File: src/rtl/ptcb_pkg.sv
package ptcb_pkg;

  // register byte offsets
  localparam logic [7:0] OFS_PERIOD = 8'h00;
  localparam logic [7:0] OFS_CTRL   = 8'h04;
  localparam logic [7:0] OFS_STATE  = 8'h08;
  localparam logic [7:0] OFS_STEPS  = 8'h0c;
  localparam logic [7:0] OFS_PWIDTH = 8'h10;
  localparam logic [7:0] OFS_DIR    = 8'h14;

  // reset values and state word codes
  localparam logic [31:0] RST_WORD  = 32'h0000_0000;
  localparam logic [31:0] ST_W_RST  = 32'h0000_0000;
  localparam logic [31:0] ST_W_IDLE = 32'h4000_0000;
  localparam logic [31:0] ST_W_ACT  = 32'h8000_0000;

  // control word field positions
  localparam int FLAG_LSB = 28;
  localparam int DIR_LSB  = 24;
  localparam int ACC_LSB  = 22;
  localparam int CNT_W    = 20;

  // direction codes
  localparam logic [3:0] DIR_FWD   = 4'h1;
  localparam logic [3:0] DIR_REV   = 4'hf;
  localparam logic [3:0] DIR_DELAY = 4'h0;

  // acceleration codes
  localparam logic [1:0] ACC_DEC   = 2'h3;
  localparam logic [1:0] ACC_UP    = 2'h2;
  localparam logic [1:0] ACC_CONST = 2'h0;

  // denominator seeds and step
  localparam logic [31:0] DEN_ACC_SEED = 32'h0000_0005;
  localparam logic [31:0] DEN_DEC_OFS  = 32'h0000_0005;
  localparam logic [31:0] DEN_STEP     = 32'h0000_0004;
  localparam int          DIV_CYCLES   = 32;

  typedef struct packed {
    logic [3:0]       flag;
    logic [3:0]       dir;
    logic [1:0]       acc;
    logic [1:0]       rsvd;
    logic [CNT_W-1:0] count;
  } ptcb_ctrl_s;

  typedef struct packed {
    logic [31:0] width;
    logic [3:0]  dir;
  } ptcb_pulse_s;

  typedef enum logic [1:0] {
    GEN_RESET,
    GEN_IDLE,
    GEN_ACTIVE
  } ptcb_gen_e;

endpackage

File: src/rtl/ptcb_top.sv
// Contract
// - command is two 32-bit words written by processor or DMA.
// - nonzero step count decrements and steps; zero count re-examines the buffer.
// - buffer evaluation copies period to next width, control to private copy.
// - no valid new-command flag means the generator goes idle.
// - accepted command clears the control word to zero, signalling empty buffer.
// - decode continues from the private copy, immune to new writes.
// - control bits 31:28 flag, 27:24 direction, 23:22 acceleration, low bits count.
// - direction 0001 forward, 1111 reverse, 0000 pure delay.
// - step count field loads step counter; direction goes to direction holder.
// - acceleration 11 decelerate, 10 accelerate, 00 constant; selects seeding path.
// - after seeding, return to step-count check which now starts first step.
// - next width is previous width minus (accelerate) or plus (decelerate) an integer quotient.
// - division numerator is four times previous width.
// - quotient rounded by adding one and halving before applying.
// - acceleration denominator starts at 5, grows by 4 each step.
// - deceleration denominator starts at 4m-5, shrinks by 4 each step.
// - command-accepted interrupt or DMA request is not implemented.
// - starts in reset; host writes 0x40000000 to state word to reach idle.
// - idle holds step outputs at last levels, no stray pulses.
// - idle and active change on their own; writing a command starts a train.
//
// The address map and register access over APB were decided locally.
`timescale 1ns/1ps

module ptcb_top #(
  parameter int CNT_W = ptcb_pkg::CNT_W
) (
  // clock, reset, enable
  input  wire logic        clock_i,
  input  wire logic        sys_rst_i,
  input  wire logic        ce_i,
  // apb slave
  input  wire logic        psel_i,
  input  wire logic        penable_i,
  input  wire logic        pwrite_i,
  input  wire logic [7:0]  paddr_i,
  input  wire logic [31:0] pwdata_i,
  output logic      [31:0] prdata_o,
  output logic             pready_o,
  output logic             pslverr_o,
  // step execution side
  input  wire logic        step_done_i,
  output logic             step_start_o,
  output ptcb_pkg::ptcb_pulse_s pulse_o,
  output logic [1:0]       gen_state_o
);

  typedef enum logic [2:0] {
    S_RESET,
    S_IDLE,
    S_CHECK,
    S_EVAL,
    S_DIV,
    S_WAIT
  } ptcb_fsm_e;

  ptcb_fsm_e             fsm_q;
  logic [31:0]           period_q;
  logic [31:0]           ctrl_q;
  ptcb_pkg::ptcb_ctrl_s  work_q;
  logic [CNT_W-1:0]      steps_q;
  logic [31:0]           pw_q;
  logic [3:0]            dir_q;
  logic [1:0]            acc_q;
  logic signed [31:0]    den_q;
  logic [31:0]           quo_q;
  logic [31:0]           rem_q;
  logic [31:0]           num_q;
  logic [5:0]            div_cnt_q;
  logic [31:0]           prdata_q;
  logic                  pready_q;
  logic                  pslverr_q;
  logic                  step_start_q;
  ptcb_pkg::ptcb_pulse_s pulse_q;
  ptcb_pkg::ptcb_gen_e   gen_q;

  logic                  acc_phase;
  logic                  wr_en;
  logic                  wr_ctrl;
  logic                  hw_clr;
  logic                  mapped;
  logic [31:0]           rd_mux;
  logic [32:0]           rem_sh;
  logic [31:0]           delta;

  assign acc_phase = psel_i && penable_i;
  // writes land only at the edge where pready is seen high
  assign wr_en     = acc_phase && pwrite_i && pready_q && !pslverr_q;
  assign wr_ctrl   = wr_en && (paddr_i == ptcb_pkg::OFS_CTRL);

  function automatic logic addr_ok(input logic [7:0] a);
    logic ok;
    ok = 1'b0;
    if (a == ptcb_pkg::OFS_PERIOD) begin
      ok = 1'b1;
    end else if (a == ptcb_pkg::OFS_CTRL) begin
      ok = 1'b1;
    end else if (a == ptcb_pkg::OFS_STATE) begin
      ok = 1'b1;
    end else if (a == ptcb_pkg::OFS_STEPS) begin
      ok = 1'b1;
    end else if (a == ptcb_pkg::OFS_PWIDTH) begin
      ok = 1'b1;
    end else if (a == ptcb_pkg::OFS_DIR) begin
      ok = 1'b1;
    end
    return ok;
  endfunction

  function automatic logic [31:0] state_word(input ptcb_pkg::ptcb_gen_e g);
    logic [31:0] w;
    w = ptcb_pkg::ST_W_RST;
    case (g)
      ptcb_pkg::GEN_IDLE:   w = ptcb_pkg::ST_W_IDLE;
      ptcb_pkg::GEN_ACTIVE: w = ptcb_pkg::ST_W_ACT;
      default:              w = ptcb_pkg::ST_W_RST;
    endcase
    return w;
  endfunction

  // seed goes negative for counts below 2; the divider then leaves the width unchanged
  function automatic logic [31:0] dec_seed(input logic [CNT_W-1:0] m);
    logic [31:0] wide;
    wide = 32'(m);
    return (wide << 2) - ptcb_pkg::DEN_DEC_OFS;
  endfunction

  assign mapped = addr_ok(paddr_i);

  always_comb begin
    rd_mux = 32'h0000_0000;
    if (paddr_i == ptcb_pkg::OFS_PERIOD) begin
      rd_mux = period_q;
    end else if (paddr_i == ptcb_pkg::OFS_CTRL) begin
      rd_mux = ctrl_q;
    end else if (paddr_i == ptcb_pkg::OFS_STATE) begin
      rd_mux = state_word(gen_q);
    end else if (paddr_i == ptcb_pkg::OFS_STEPS) begin
      rd_mux = {{(32-CNT_W){1'b0}}, steps_q};
    end else if (paddr_i == ptcb_pkg::OFS_PWIDTH) begin
      rd_mux = pw_q;
    end else if (paddr_i == ptcb_pkg::OFS_DIR) begin
      rd_mux = {28'h000_0000, dir_q};
    end
  end

  // apb handshake: one wait state, then the answer stands one cycle
  // writes to read-only words are dropped without an error
  always_ff @(posedge clock_i) begin
    if (sys_rst_i) begin
      pready_q  <= 1'b0;
      pslverr_q <= 1'b0;
      prdata_q  <= ptcb_pkg::RST_WORD;
    end else if (ce_i) begin
      if (acc_phase && !pready_q) begin
        pready_q  <= 1'b1;
        pslverr_q <= !mapped;
        prdata_q  <= mapped ? rd_mux : ptcb_pkg::RST_WORD;
      end else begin
        pready_q  <= 1'b0;
        pslverr_q <= 1'b0;
      end
    end
  end

  always_ff @(posedge clock_i) begin
    if (sys_rst_i) begin
      period_q <= ptcb_pkg::RST_WORD;
    end else if (ce_i && wr_en && paddr_i == ptcb_pkg::OFS_PERIOD) begin
      period_q <= pwdata_i;
    end
  end

  // accept raises no interrupt or dma request; software
  // must poll the control word to feed the next command
  // hardware clear on accept; a host write in the same cycle wins
  assign hw_clr = (fsm_q == S_EVAL) && work_q.flag[0];

  always_ff @(posedge clock_i) begin
    if (sys_rst_i) begin
      ctrl_q <= ptcb_pkg::RST_WORD;
    end else if (ce_i) begin
      if (wr_ctrl) begin
        ctrl_q <= pwdata_i;
      end else if (hw_clr) begin
        ctrl_q <= ptcb_pkg::RST_WORD;
      end
    end
  end

  // one step costs about 34 cycles of division; a pulse finishing
  // sooner is only taken in the wait state, so the train slows down
  // rather than publishing a width that is not yet computed
  // restoring divider step, unsigned truncating
  assign rem_sh = {rem_q, num_q[31]};
  // round by adding one then halving
  assign delta  = (quo_q + 32'h0000_0001) >> 1;

  // main sequencer
  always_ff @(posedge clock_i) begin
    if (sys_rst_i) begin
      fsm_q     <= S_RESET;
      work_q    <= '0;
      steps_q   <= '0;
      pw_q      <= ptcb_pkg::RST_WORD;
      dir_q     <= ptcb_pkg::DIR_DELAY;
      acc_q     <= ptcb_pkg::ACC_CONST;
      den_q     <= '0;
      quo_q     <= ptcb_pkg::RST_WORD;
      rem_q     <= ptcb_pkg::RST_WORD;
      num_q     <= ptcb_pkg::RST_WORD;
      div_cnt_q <= '0;
    end else if (ce_i) begin
      case (fsm_q)
        S_RESET: begin
          // leave reset only on the idle code
          if (wr_en && paddr_i == ptcb_pkg::OFS_STATE &&
              pwdata_i == ptcb_pkg::ST_W_IDLE) begin
            fsm_q <= S_IDLE;
          end
        end
        S_IDLE: begin
          // a pending command wakes the generator by itself
          // a zero-count command is accepted too: no step, buffer re-read
          if (ctrl_q[ptcb_pkg::FLAG_LSB]) begin
            fsm_q <= S_EVAL;
            // copy period and control into working holders
            pw_q   <= period_q;
            work_q <= ctrl_q;
          end
        end
        S_CHECK: begin
          // count down, or go back to the buffer at zero
          if (steps_q != '0) begin
            steps_q <= steps_q - 1'b1;
            if (acc_q == ptcb_pkg::ACC_CONST) begin
              fsm_q <= S_WAIT;
            end else begin
              // numerator four times previous width
              // the top two width bits are lost, so widths must stay
              // below 2^30 for the ramp to be exact
              num_q     <= {pw_q[29:0], 2'b00};
              rem_q     <= ptcb_pkg::RST_WORD;
              quo_q     <= ptcb_pkg::RST_WORD;
              div_cnt_q <= 6'(ptcb_pkg::DIV_CYCLES);
              fsm_q     <= S_DIV;
            end
          end else begin
            fsm_q  <= S_EVAL;
            pw_q   <= period_q;
            work_q <= ctrl_q;
          end
        end
        S_EVAL: begin
          // no flag, previous command done, go idle
          if (!work_q.flag[0]) begin
            fsm_q <= S_IDLE;
          end else begin
            // fields taken by position from the control layout
            // decode from the private copy only
            // load step counter and direction holder
            steps_q <= work_q.count[CNT_W-1:0];
            dir_q   <= work_q.dir;
            acc_q   <= work_q.acc;
            case (work_q.acc)
              ptcb_pkg::ACC_UP: begin
                den_q <= ptcb_pkg::DEN_ACC_SEED;
              end
              ptcb_pkg::ACC_DEC: begin
                den_q <= dec_seed(work_q.count[CNT_W-1:0]);
              end
              default: begin
                den_q <= '0;
              end
            endcase
            fsm_q <= S_CHECK;
          end
        end
        S_DIV: begin
          // a non-positive denominator leaves the width unchanged
          if (den_q <= 0) begin
            fsm_q <= S_WAIT;
          end else if (div_cnt_q != '0) begin
            num_q     <= {num_q[30:0], 1'b0};
            div_cnt_q <= div_cnt_q - 1'b1;
            if (rem_sh >= {1'b0, den_q}) begin
              rem_q <= 32'(rem_sh - {1'b0, den_q});
              quo_q <= {quo_q[30:0], 1'b1};
            end else begin
              rem_q <= rem_sh[31:0];
              quo_q <= {quo_q[30:0], 1'b0};
            end
          end else begin
            // accelerate shortens, decelerate lengthens
            // floor of one keeps the step logic from a zero-length pulse
            if (acc_q == ptcb_pkg::ACC_UP) begin
              pw_q  <= (delta < pw_q) ? pw_q - delta : 32'h0000_0001;
              den_q <= den_q + ptcb_pkg::DEN_STEP;
            end else begin
              pw_q  <= pw_q + delta;
              den_q <= den_q - ptcb_pkg::DEN_STEP;
            end
            fsm_q <= S_WAIT;
          end
        end
        S_WAIT: begin
          // step logic reports the current pulse finished
          // done of the previous pulse is still held while the new start
          // pulse stands (constant speed gets here at once), so it is
          // not believed in that cycle or steps would run back to back
          if (step_done_i && !step_start_q) begin
            fsm_q <= S_CHECK;
          end
        end
        default: begin
          fsm_q <= S_RESET;
        end
      endcase
    end
  end

  // step request and published width; width sampled before update
  always_ff @(posedge clock_i) begin
    if (sys_rst_i) begin
      step_start_q <= 1'b0;
      pulse_q      <= '0;
    end else if (ce_i) begin
      step_start_q <= 1'b0;
      // outside a step the published values simply hold
      if (fsm_q == S_CHECK && steps_q != '0) begin
        // direction code passed through unchanged
        // step logic maps 1, f and 0 to forward, reverse and delay
        step_start_q  <= 1'b1;
        pulse_q.width <= pw_q;
        pulse_q.dir   <= dir_q;
      end
    end
  end

  // generator state follows the sequencer
  // it lags the sequencer by one cycle; the state word read and the
  // state output both come from here, so they always agree
  always_ff @(posedge clock_i) begin
    if (sys_rst_i) begin
      gen_q <= ptcb_pkg::GEN_RESET;
    end else if (ce_i) begin
      if (fsm_q == S_RESET) begin
        gen_q <= ptcb_pkg::GEN_RESET;
      end else if (fsm_q == S_IDLE) begin
        gen_q <= ptcb_pkg::GEN_IDLE;
      end else begin
        gen_q <= ptcb_pkg::GEN_ACTIVE;
      end
    end
  end

  assign prdata_o     = prdata_q;
  assign pready_o     = pready_q;
  assign pslverr_o    = pslverr_q;
  assign step_start_o = step_start_q;
  assign pulse_o      = pulse_q;
  assign gen_state_o  = gen_q;

endmodule

File: config.mk
export PLATFORM = sky130hd
export DESIGN_NAME = ptcb_top
export DESIGN_NICKNAME = d
export VERILOG_FILES = /design/src/rtl/ptcb_pkg.sv /design/src/rtl/ptcb_top.sv
export SDC_FILE = /design/constraint.sdc
export NUM_CORES = 1
export LEC_CHECK = 0
export BUFFER_PORTS_ARGS = -buffer_cell sky130_fd_sc_hd__buf_4
export CORE_UTILIZATION = 40
export DETAILED_ROUTE_END_ITERATION = 16
export PLACE_DENSITY_LB_ADDON = 0.1
export SKIP_LAST_GASP = 1
export SLEW_MARGIN = 20
export SYNTH_ARGS = -nofsm -noshare
export SYNTH_HDL_FRONTEND = slang
export SYNTH_SLANG_ARGS = --single-unit
File: constraint.sdc
create_clock -name clock_i -period 5.25 [get_ports clock_i]
set_clock_uncertainty 0.1 [all_clocks]
set_input_delay 1.05 -clock clock_i [delete_from_list [all_inputs] [get_ports clock_i]]
set_output_delay 1.05 -clock clock_i [all_outputs]
set_load 0.02 [all_outputs]
After elaboration in Yosys (flattened, before gate mapping)
Cells that the tools add are included.
- register bits: 359
- RAM bits: 0
- logic and storage cells: 169
- memory bits (read-only): 0
- input port bits: 47
- memories: 0
- latch bits: 0
- reduce and logical (&&, ||, !) cells: 38
- order comparisons: 3
- shifts and indexed selects: 0
- bitwise operators: 0
- muxes and demuxes: 69
- multiply operators: 0
- add/subtract/negate cells: 9
- div/mod/pow operators: 0
- equal/unequal tests: 27
- operator list (operator ; count):
    $mux W32 ; 29
    $pmux W32 S2 ; 6
    $pmux W32 S3 ; 1
    $mux W29 ; 2
    $pmux W29 S2 ; 1
    $mux W20 ; 2
    $pmux W20 S2 ; 1
    $ge A33 B32 Y1 ; 1
    $add A32 B1 Y32 const B ; 1
    $add A32 B3 Y32 const B ; 1
    $add A32 B31 Y32 ; 1
    $eq A32 B31 Y1 const B ; 1
    $le A32 B1 Y1 const B ; 1
    $lt A31 B32 Y1 ; 1
    $sub A32 B3 Y32 const B ; 1
    $sub A32 B31 Y32 ; 1
    $sub A32 B32 Y32 ; 1
    $mux W6 ; 4
    $sub A22 B3 Y23 const B ; 1
    $reduce_bool A20 Y1 ; 1
    $sub A20 B1 Y20 const B ; 1
    $mux W3 ; 6
    $ne A2 B2 Y1 const B ; 9
    $pmux W3 S6 ; 1
    28 further kinds ; 71

Depth between registers and ports, before layout
Gate-level depths: netlist of the first run.
- word-level depth: 9
- mapped depth: 22
- depth with buffers taken out: 20

Worst setup path before layout of the first run
Ideal clock, no wire load.
- path type: reg2reg
- from: reg quo_q[2]
- to: reg pw_q[15]
- required time: 5018 ps
- path buffers: 1
- stages on the path, launching flop included: 21
- clock period less this slack: 4935 ps
- library setup time: 132 ps
- arrival: 4703 ps
- path slack: 315 ps
- cells stage by stage: dfxtp_1 > and3_1 > and3_1 > nand2_1 > nor3_1 > inv_1 > nor3_1 > and3_1 > xor2_1 > ha_1 > buf_2 > nor4_1 > nand4_1 > or4_4 > nand3_2 > a21oi_2 > a31oi_4 > nor2_2 > a211o_1 > a221oi_2 > nor3_1
- longest elaborated chain between the ends: 7
- elaborated cells between the ends (all ways): 9
- RTL lines (what ; RTL line ; source):
    start: declaration ; ptcb_top.sv:67 ; logic [31:0] quo_q;
    start signal: assignment ; ptcb_top.sv:210 ; quo_q <= ptcb_pkg::RST_WORD;
    start signal: assignment ; ptcb_top.sv:245 ; quo_q <= ptcb_pkg::RST_WORD;
    start signal: assignment ; ptcb_top.sv:289 ; quo_q <= {quo_q[30:0], 1'b1};
    $add A32 B1 Y32 (*) ; ptcb_top.sv:198 ; assign delta = (quo_q + 32'h0000_0001) >> 1;
    $sub A32 B31 Y32 / $lt A31 B32 Y1 (equally long branches) ; ptcb_top.sv:298 ; pw_q <= (delta < pw_q) ? pw_q - delta : 32'h0000_0001;
    $mux W32 ; ptcb_top.sv:298 ;
    $mux W32 (*) ; ptcb_top.sv:297 ; if (acc_q == ptcb_pkg::ACC_UP) begin
    $mux W32 (*) ; ptcb_top.sv:284 ; end else if (div_cnt_q != '0) begin
    $mux W32 (*) ; ptcb_top.sv:282 ; if (den_q <= 0) begin
    $pmux W32 S3 (*) ; ptcb_top.sv:215 ; case (fsm_q)
    end signal: assignment ; ptcb_top.sv:229 ; pw_q <= period_q;
    end signal: assignment ; ptcb_top.sv:298 ;
    end signal: assignment ; ptcb_top.sv:301 ; pw_q <= pw_q + delta;
    end: declaration ; ptcb_top.sv:63 ; logic [31:0] pw_q;
Every way passes the cells marked *; elsewhere a longest branch is shown, timed or not. The select of a mux whose other input is x is not followed.
A chain may end at the register's enable or synchronous reset.

Worst setup path in the final report of the first run
- from: reg quo_q[4]
- to: reg pw_q[15]
The elaborated chain is that of the path after synthesis.

==> metrics.md, run 1 <==
| Metric | Value |
|---|---|
| CTS root buffer | `clkbuf_16` |
| CTS tree | `done` |
| Number of synthesized flops with an enable pin | `0` |
| I/O Buffers | `119` |
| Max incr delay on CP | `0.56 ns` |
| Final Max Tran Viols | `0` |
| Initial antenna violation count | `0` |
| Critical path required time | `5.59 ns` |
| Fmax | `200.7 MHz` |
| Placeable Area | `54990 um2` |
| RSZ-0062 raised after global routing | `no` |
| Crit-path cells | `and3_1 > and3_1 > nand2_1 > nor3_2 > inv_1 > nor3_1 > buf_4 > and4_1 > xor2_1 > ha_1 > or3_1 > or2_2 > or4_4 > nand3_2 > a21oi_2 > a31oi_4 > nor2_2 > a211o_1 > a221oi_2 > nor3_1` |
| Ys Warns | `0` |
| Routed length per instance | `21.26 um` |
| Iter 0 DRT Violations | `1742` |
| Die Area | `56590 um2` |
| Area of the mapped netlist | `22260 um2` |
| Final setup fails | `0` |
| Most common cell after layout, fill and taps aside | `nand2_1` |
| Synth Flop Type | `dfxtp_1` |
| Power Density | `244.2 nW/um2` |
| Netlist cell types | `82` |
| Final Non-Filler Cells | `3775` |
| Status | `complete, no violations` |
| Initial Util | `40.48%` |
| CP Max Fanout | `7` |
| CP top delay family | `simple AND/OR/NAND/NOR gates` |
| Worst Path Arrival | `5.32 ns` |
| Worst-path clk slew | `0.06 ns` |
| I/O pin total | `120` |
| Hold_buf cts | `0` |
| Final hold vios | `0` |
| Post-Syn Area per Cell | `7.510 um2` |
| Num Clock Sinks | `357` |
| Area contributors post-synth | `dfxtp_1 (32%), ha_1 (7.3%), nand2_1 (7.2%)` |
| Leakage | `9.900 nW` |
| Critical-path top delay cell | `or4_4` |
| Register bit count reported by yosys | `357` |
| Crit. End Element | `register` |
| ANT cells | `0` |
| Routability cong. | `0.9605` |
| Largest net degree at the start of global routing | `130` |
| Final wirelength | `80.26 mm` |
| Post-layout util | `46.43%` |
| Clock latency at the later pin of the worst-skew pair | `0.59 ns` |
| Worst VDD drop | `0.0002583 V` |
| Max cap viols | `0` |
| Area Growth Syn to Fin | `14.68%` |
| Die width | `237.9 um` |
| Setup crit start kind | `register` |
| Fin Setup TNS | `0 ns` |
| NumNets Final | `3175` |
| Sequential area share after synthesis | `32.11%` |
| Total track usage | `27.67%` |
| Biggest area consumer among synthesized cells | `dfxtp_1` |
| Filler cell count | `5563` |
| DP HPWL | `58.42 mm` |
| Inst Count DP | `3696` |
| Post-synth top area share | `32.11%` |
| Post-Syn Instances | `2964` |
| Total number of vias | `22181` |
| Hold Path Class | `reg2reg` |
| Commonest cells after routing, fill and taps aside | `nand2_1 (424), dfxtp_1 (356), a21oi_1 (306)` |
| Ys async rst share | `0%` |
| CP bufs+invs | `2` |
| Final min period | `4.983 ns` |
| Finished Cell Area | `25530 um2` |
| CTS buffer count | `44` |
| Dpl cell area | `23870 um2` |
| Setup Fix Bufs, Post-CTS | `0` |
| Share of layout cells above drive strength 1 | `10.14%` |
| Post-route DRC violation count | `0` |
| Post-CTS sizing | `0` |
| Worst slew pin tran | `1.080 ns` |
| Slew headroom | `28.00%` |
| First-pass iteration count of the detailed router | `6` |
| H-tree levels | `2` |
| Syn_nets | `3145` |
| Routed Antenna Nets | `0` |
| Die extent in y | `237.9 um` |
| Setup Crit Path Kind | `reg2reg` |
| First-pass GRT wire length | `123.0 mm` |
| Congestion Overflow GR | `0` |
| Row count | `86` |
| Total power | `6.233 mW` |
| Clk buf depth | `3` |
| Vias per cell | `5.876` |
| Final period util | `94.92%` |
| Number of global-route vias before repair | `21008` |
## final timing paths
kind	startpoint	endpoint	slack (ns)	cells after the start
hold reg to reg	prdata_o[3]	prdata_o[3]	0.35	2
hold / removal	prdata_o[3]	prdata_o[3]	0.35	2
setup / recovery	quo_q[4]	pw_q[15]	0.27	20
setup reg to reg	quo_q[4]	pw_q[15]	0.27	20
## state kept, by name (all words and copies together) (netlist names)
name,flops
acc_q,2
ctrl_q,32
den_q,32
dir_q,4
div_cnt_q,6
fsm_q,3
gen_state_o,2
num_q,30
period_q,32
prdata_o,32
pready_o,1
pslverr_o,1
pulse_o,36
pw_q,32
quo_q,32
rem_q,32
step_start_o,1
steps_q,20
work_q,27
## worst min-delay path, delay by kind of cell (launching register included)
family	cells	cell delay, ns
DFF	1	0.31
AOI/OAI and AO/OA	1	0.05
and+or+nand+nor	1	0.05
## logic make-up (layout without fill, tap and decap cells)
kind of cell,after synthesis,count (layout),share of synthesized area [%]
simple gates,1090,1090,21.87
compound gates,916,916,26.98
flops,357,357,32.11
buf+inv,324,387,5.576
fa+ha+maj,134,134,7.667
xor+xnor,114,114,4.486
mux,29,29,1.315
## per-stage QoR
| stage | worst slack, ns | hold slack (ns) |
|---|---|---|
| floorplan | 0.3155 | 0.3321 |
| global placement | 0.2043 | 0.3421 |
| detailed placement | 0.07376 | 0.3497 |
| CTS | 0.02950 | 0.3573 |
| global route | 0.01354 | 0.3744 |
| finish | 0.2665 | 0.3541 |
## power breakdown
group	leakage, nW	internal [mW]	switching, mW
registers	2.88	2.72	0.00745
logic	6.23	0.0573	0.116
clock network	0.788	2.06	1.28
## cell type report
cell class	instances	area (um2)	area share (%)
clock buffers	64	1328	5.200
clock inverters	15	271.5	1.064
inverters	129	484.2	1.897
multi-input cells	2283	13990	54.80
flip-flops and latches	357	7148	28.00
well taps	748	935.9	3.666
repair buffers	179	1371	5.372
## synth_stat cells, drive strengths merged, types with 27 or more instances
cell,n
nand2,425
dfxtp,357
a21oi,307
nor2,299
clkbuf,171
o21ai,145
ha,130
inv,129
nor3,92
nand3,80
a22oi,73
xnor2,71
a211oi,63
a21o,45
a311oi,43
xor2,43
a221oi,38
nor4,35
and3,30
o21bai,28
mux2i,27
## per-layer routing
layer  vias to the layer above  share of wire, %  GRT usage (%)
li1                      10725                 -              -
met1                     10618                43          36.03
met2                       677                47          45.84
met3                       161               5.9          4.118
met4                         0               4.0          10.97
met5                         -                 0              0
No activity file was read; power rests on OpenSTA's default activity.
==> run 2, diff against run 1 <==
--- a/config.mk
+++ b/config.mk
@@ -9,6 +9,8 @@
 export CORE_UTILIZATION = 40
 export DETAILED_ROUTE_END_ITERATION = 16
 export PLACE_DENSITY_LB_ADDON = 0.1
+export RECOVER_POWER = 50
+export SETUP_SLACK_MARGIN = 0.3
 export SKIP_LAST_GASP = 1
 export SLEW_MARGIN = 20
 export SYNTH_ARGS = -nofsm -noshare
==> run 2 against run 1 <==
Compared with the run above: the flow now finishes with violations (max-capacitance violations, max-slew violations); hold slack worse by 0.0013 ns; fmax up 3.6%; largest power group unchanged; critical endpoint unchanged; final area down 0.83%; global-route usage about the same; die area unchanged; utilization down 0.39 points; flip-flop and latch count unchanged.
==> metrics.md, run 2 (synthesis results as in run 1) <==
| Metric | Value |
|---|---|
| Routed length per instance | `21.24 um (about the same)` |
| Final Max Tran Viols | `368 (+368)` |
| Status | `complete, but fails checks` |
| Failing checks | `max-capacitance violations, max-slew violations` |
| Hold Path Stages | `2 (unchanged)` |
| Fmax | `208.0 MHz (+3.6%)` |
| Congestion Overflow GR | `0 (unchanged)` |
| Dpl cell area | `23870 um2 (unchanged)` |
| Clock latency at the later pin of the worst-skew pair | `0.59 ns (about the same)` |
| Number of global-route vias before repair | `21001 (-0.033%)` |
| Worst Path Arrival | `5.08 ns (-0.24 ns)` |
| RSZ-0062 raised after global routing | `no` |
| Hold_sp | `prdata_o[3]` |
| CTS root buffer | `clkbuf_16` |
| Die extent in y | `237.9 um (unchanged)` |
| Filler cell count | `5640 (+1.4%)` |
| Final min period | `4.808 ns (-0.1754 ns)` |
| First-pass iteration count of the detailed router | `7 (+1)` |
| Initial Util | `40.48% (unchanged)` |
| Largest net degree at the start of global routing | `130 (unchanged)` |
| Row count | `86 (unchanged)` |
| Leakage | `9.591 nW (-3.1%)` |
| I/O pin total | `120 (unchanged)` |
| Post-route DRC violation count | `0 (unchanged)` |
| Worst slew pin tran | `2.834 ns (+1.754 ns)` |
| NumNets Final | `3179 (+0.13%)` |
| Worst slack at placement | `0.07376 ns (unchanged)` |
| Die width | `237.9 um (unchanged)` |
| Inst Count DP | `3696 (unchanged)` |
| Power Density | `245.5 nW/um2 (+0.55%)` |
| Num Clock Sinks | `357 (unchanged)` |
| Total number of vias | `22233 (+0.23%)` |
| Total track usage | `27.67% (about the same)` |
| Die Area | `56590 um2 (unchanged)` |
| Setup crit start kind | `register` |
| Iter 0 DRT Violations | `1724 (-1.0%)` |
| Share of layout cells above drive strength 1 | `8.215% (-1.9 points)` |
| CTS tree | `done` |
| Final Non-Filler Cells | `3779 (+0.11%)` |
| Initial antenna violation count | `0 (unchanged)` |
| FF/Latch Area | `7149 um2 (about the same)` |
| Final wirelength | `80.28 mm (about the same)` |
| FF-to-FF End | `pw_q[15]` |
| Hold Path Class | `reg2reg` |
| Routed Antenna Nets | `0 (unchanged)` |
| Final setup fails | `0 (unchanged)` |
| Max cap viols | `4 (+4)` |
| Setup Crit Path Kind | `reg2reg` |
| Post-layout worst setup margin | `0.4419 ns (+0.1754 ns)` |
| Critical R2R Launch | `quo_q[3]` |
| Crit. End Element | `register` |
| Placeable Area | `54990 um2 (unchanged)` |
| Final hold vios | `0 (unchanged)` |
| Worst-path clk slew | `0.05 ns (about the same)` |
| Commonest cells after routing, fill and taps aside | `nand2_1 (424), dfxtp_1 (355), a21oi_1 (306)` |
| Critical path required time | `5.52 ns (-0.07 ns)` |
| Final period util | `91.58% (-3.3 points)` |
| Largest register FFs | `36 (unchanged)` |
| I/O Buffers | `119 (unchanged)` |
| Routability cong. | `0.9605 (unchanged)` |
| Slew headroom | `-88.91% (-120 points)` |
| First-pass GRT wire length | `123.0 mm (about the same)` |
| Most common cell after layout, fill and taps aside | `nand2_1` |
| Fin Setup TNS | `0 ns (unchanged)` |
| H-tree levels | `2 (unchanged)` |
| CTS buffer count | `44 (unchanged)` |
| ANT cells | `0 (unchanged)` |
| Flop-to-flop setup slack | `0.44 ns (+0.18 ns)` |
| Reg2Reg Depth | `20 (unchanged)` |
| Area Growth Syn to Fin | `13.73%` |
| Worst VDD drop | `0.0002549 V (-1.3%)` |
| CP Max Fanout | `7 (unchanged)` |
| Hold_buf cts | `0 (unchanged)` |
| DP HPWL | `58.42 mm (unchanged)` |
| Finished Cell Area | `25310 um2 (-0.83%)` |
| WHS Endpoint | `prdata_o[3]` |
| Clk buf depth | `3 (unchanged)` |
| Area of the multi-input gates | `14050 um2 (+0.41%)` |
| Vias per cell | `5.883 (+0.13%)` |
| Total power | `6.215 mW (-0.29%)` |
==> run 2: cell types whose count changed in the layout (fill, tap and decap cells not counted), sizes merged <==
cell and delta:
buf -73, clkbuf +77
==> run 2: area by class of cell <==
class | instances | area share [%]
clock buffers | 64 | 5.244
flip-flops and latches | 357 | 28.24
clock inverters | 15 | 1.073
inverters | 129 | 1.913
repair buffers | 183 | 4.345
well taps | 748 | 3.697
multi-input cells | 2283 | 55.49
==> run 2: worst max-delay path, cell delays in order, from the launching register on <==
cell      delay, ns
dfxtp_2        0.36
and3_4         0.20
and3_4         0.19
nand2_1        0.08
nor3_2         0.17
inv_1          0.10
nor3_2         0.18
buf_4          0.19
and4_4         0.24
xor2_2         0.16
ha_1           0.26
or3_4          0.39
or2_2          0.30
or4_4          0.58
nand3_2        0.11
a21oi_2        0.05
a31oi_4        0.21
nor2_2         0.10
a211o_1        0.31
a221oi_2       0.23
nor3_1         0.08
==> run 2: power breakdown <==
| group | internal, mW | leakage (nW) | switching (mW) | total (mW) |
|---|---|---|---|---|
| Clock | 2.06 | 0.788 | 1.27 | 3.32 |
| Sequential | 2.72 | 2.88 | 0.00723 | 2.73 |
| Combinational | 0.0466 | 5.92 | 0.116 | 0.163 |
| Total | 4.82 | 9.59 | 1.39 | 6.22 |
==> run 2: what timing repair did <==
item / CTS / global route
pin swaps: 0 / 6
setup endpoints to repair: 29 / 30
setup buffers: 0 / 4
gates resized for setup: 8 / 18
==> run 2: how the worst max path moves through the flow <==
stage          cells past startpoint       end     start  slack (ns)
6_report                          20  pw_q[15]  quo_q[3]        0.44
5_1_grt                           19   pw_q[3]  quo_q[3]        0.18
4_1_cts                           20  pw_q[15]  quo_q[4]        0.32
3_5_place_dp                      19  pw_q[10]  quo_q[3]        0.07
3_3_place_gp                      19  pw_q[16]  quo_q[3]        0.20
2_1_floorplan                     20  pw_q[15]  quo_q[2]        0.32
==> run 2: through the flow <==
stage                     hold WS [ns]  util, %
after floorplan                 0.3321        -
after global placement          0.3421    43.41
after detailed placement        0.3497    43.41
after CTS                       0.3573    46.39
after global routing            0.3744    46.04
final                           0.3527    46.04
==> run 2: metal layers <==
layer	part of all wire, %	routed length [um]	up-vias	GRT usage (%)
met5	0	0	-	0
met4	3.8	3051	0	10.83
met3	6.2	4975	156	4.095
met2	47	37600	703	45.91
met1	43	34650	10650	36.02
li1	-	-	10724	-
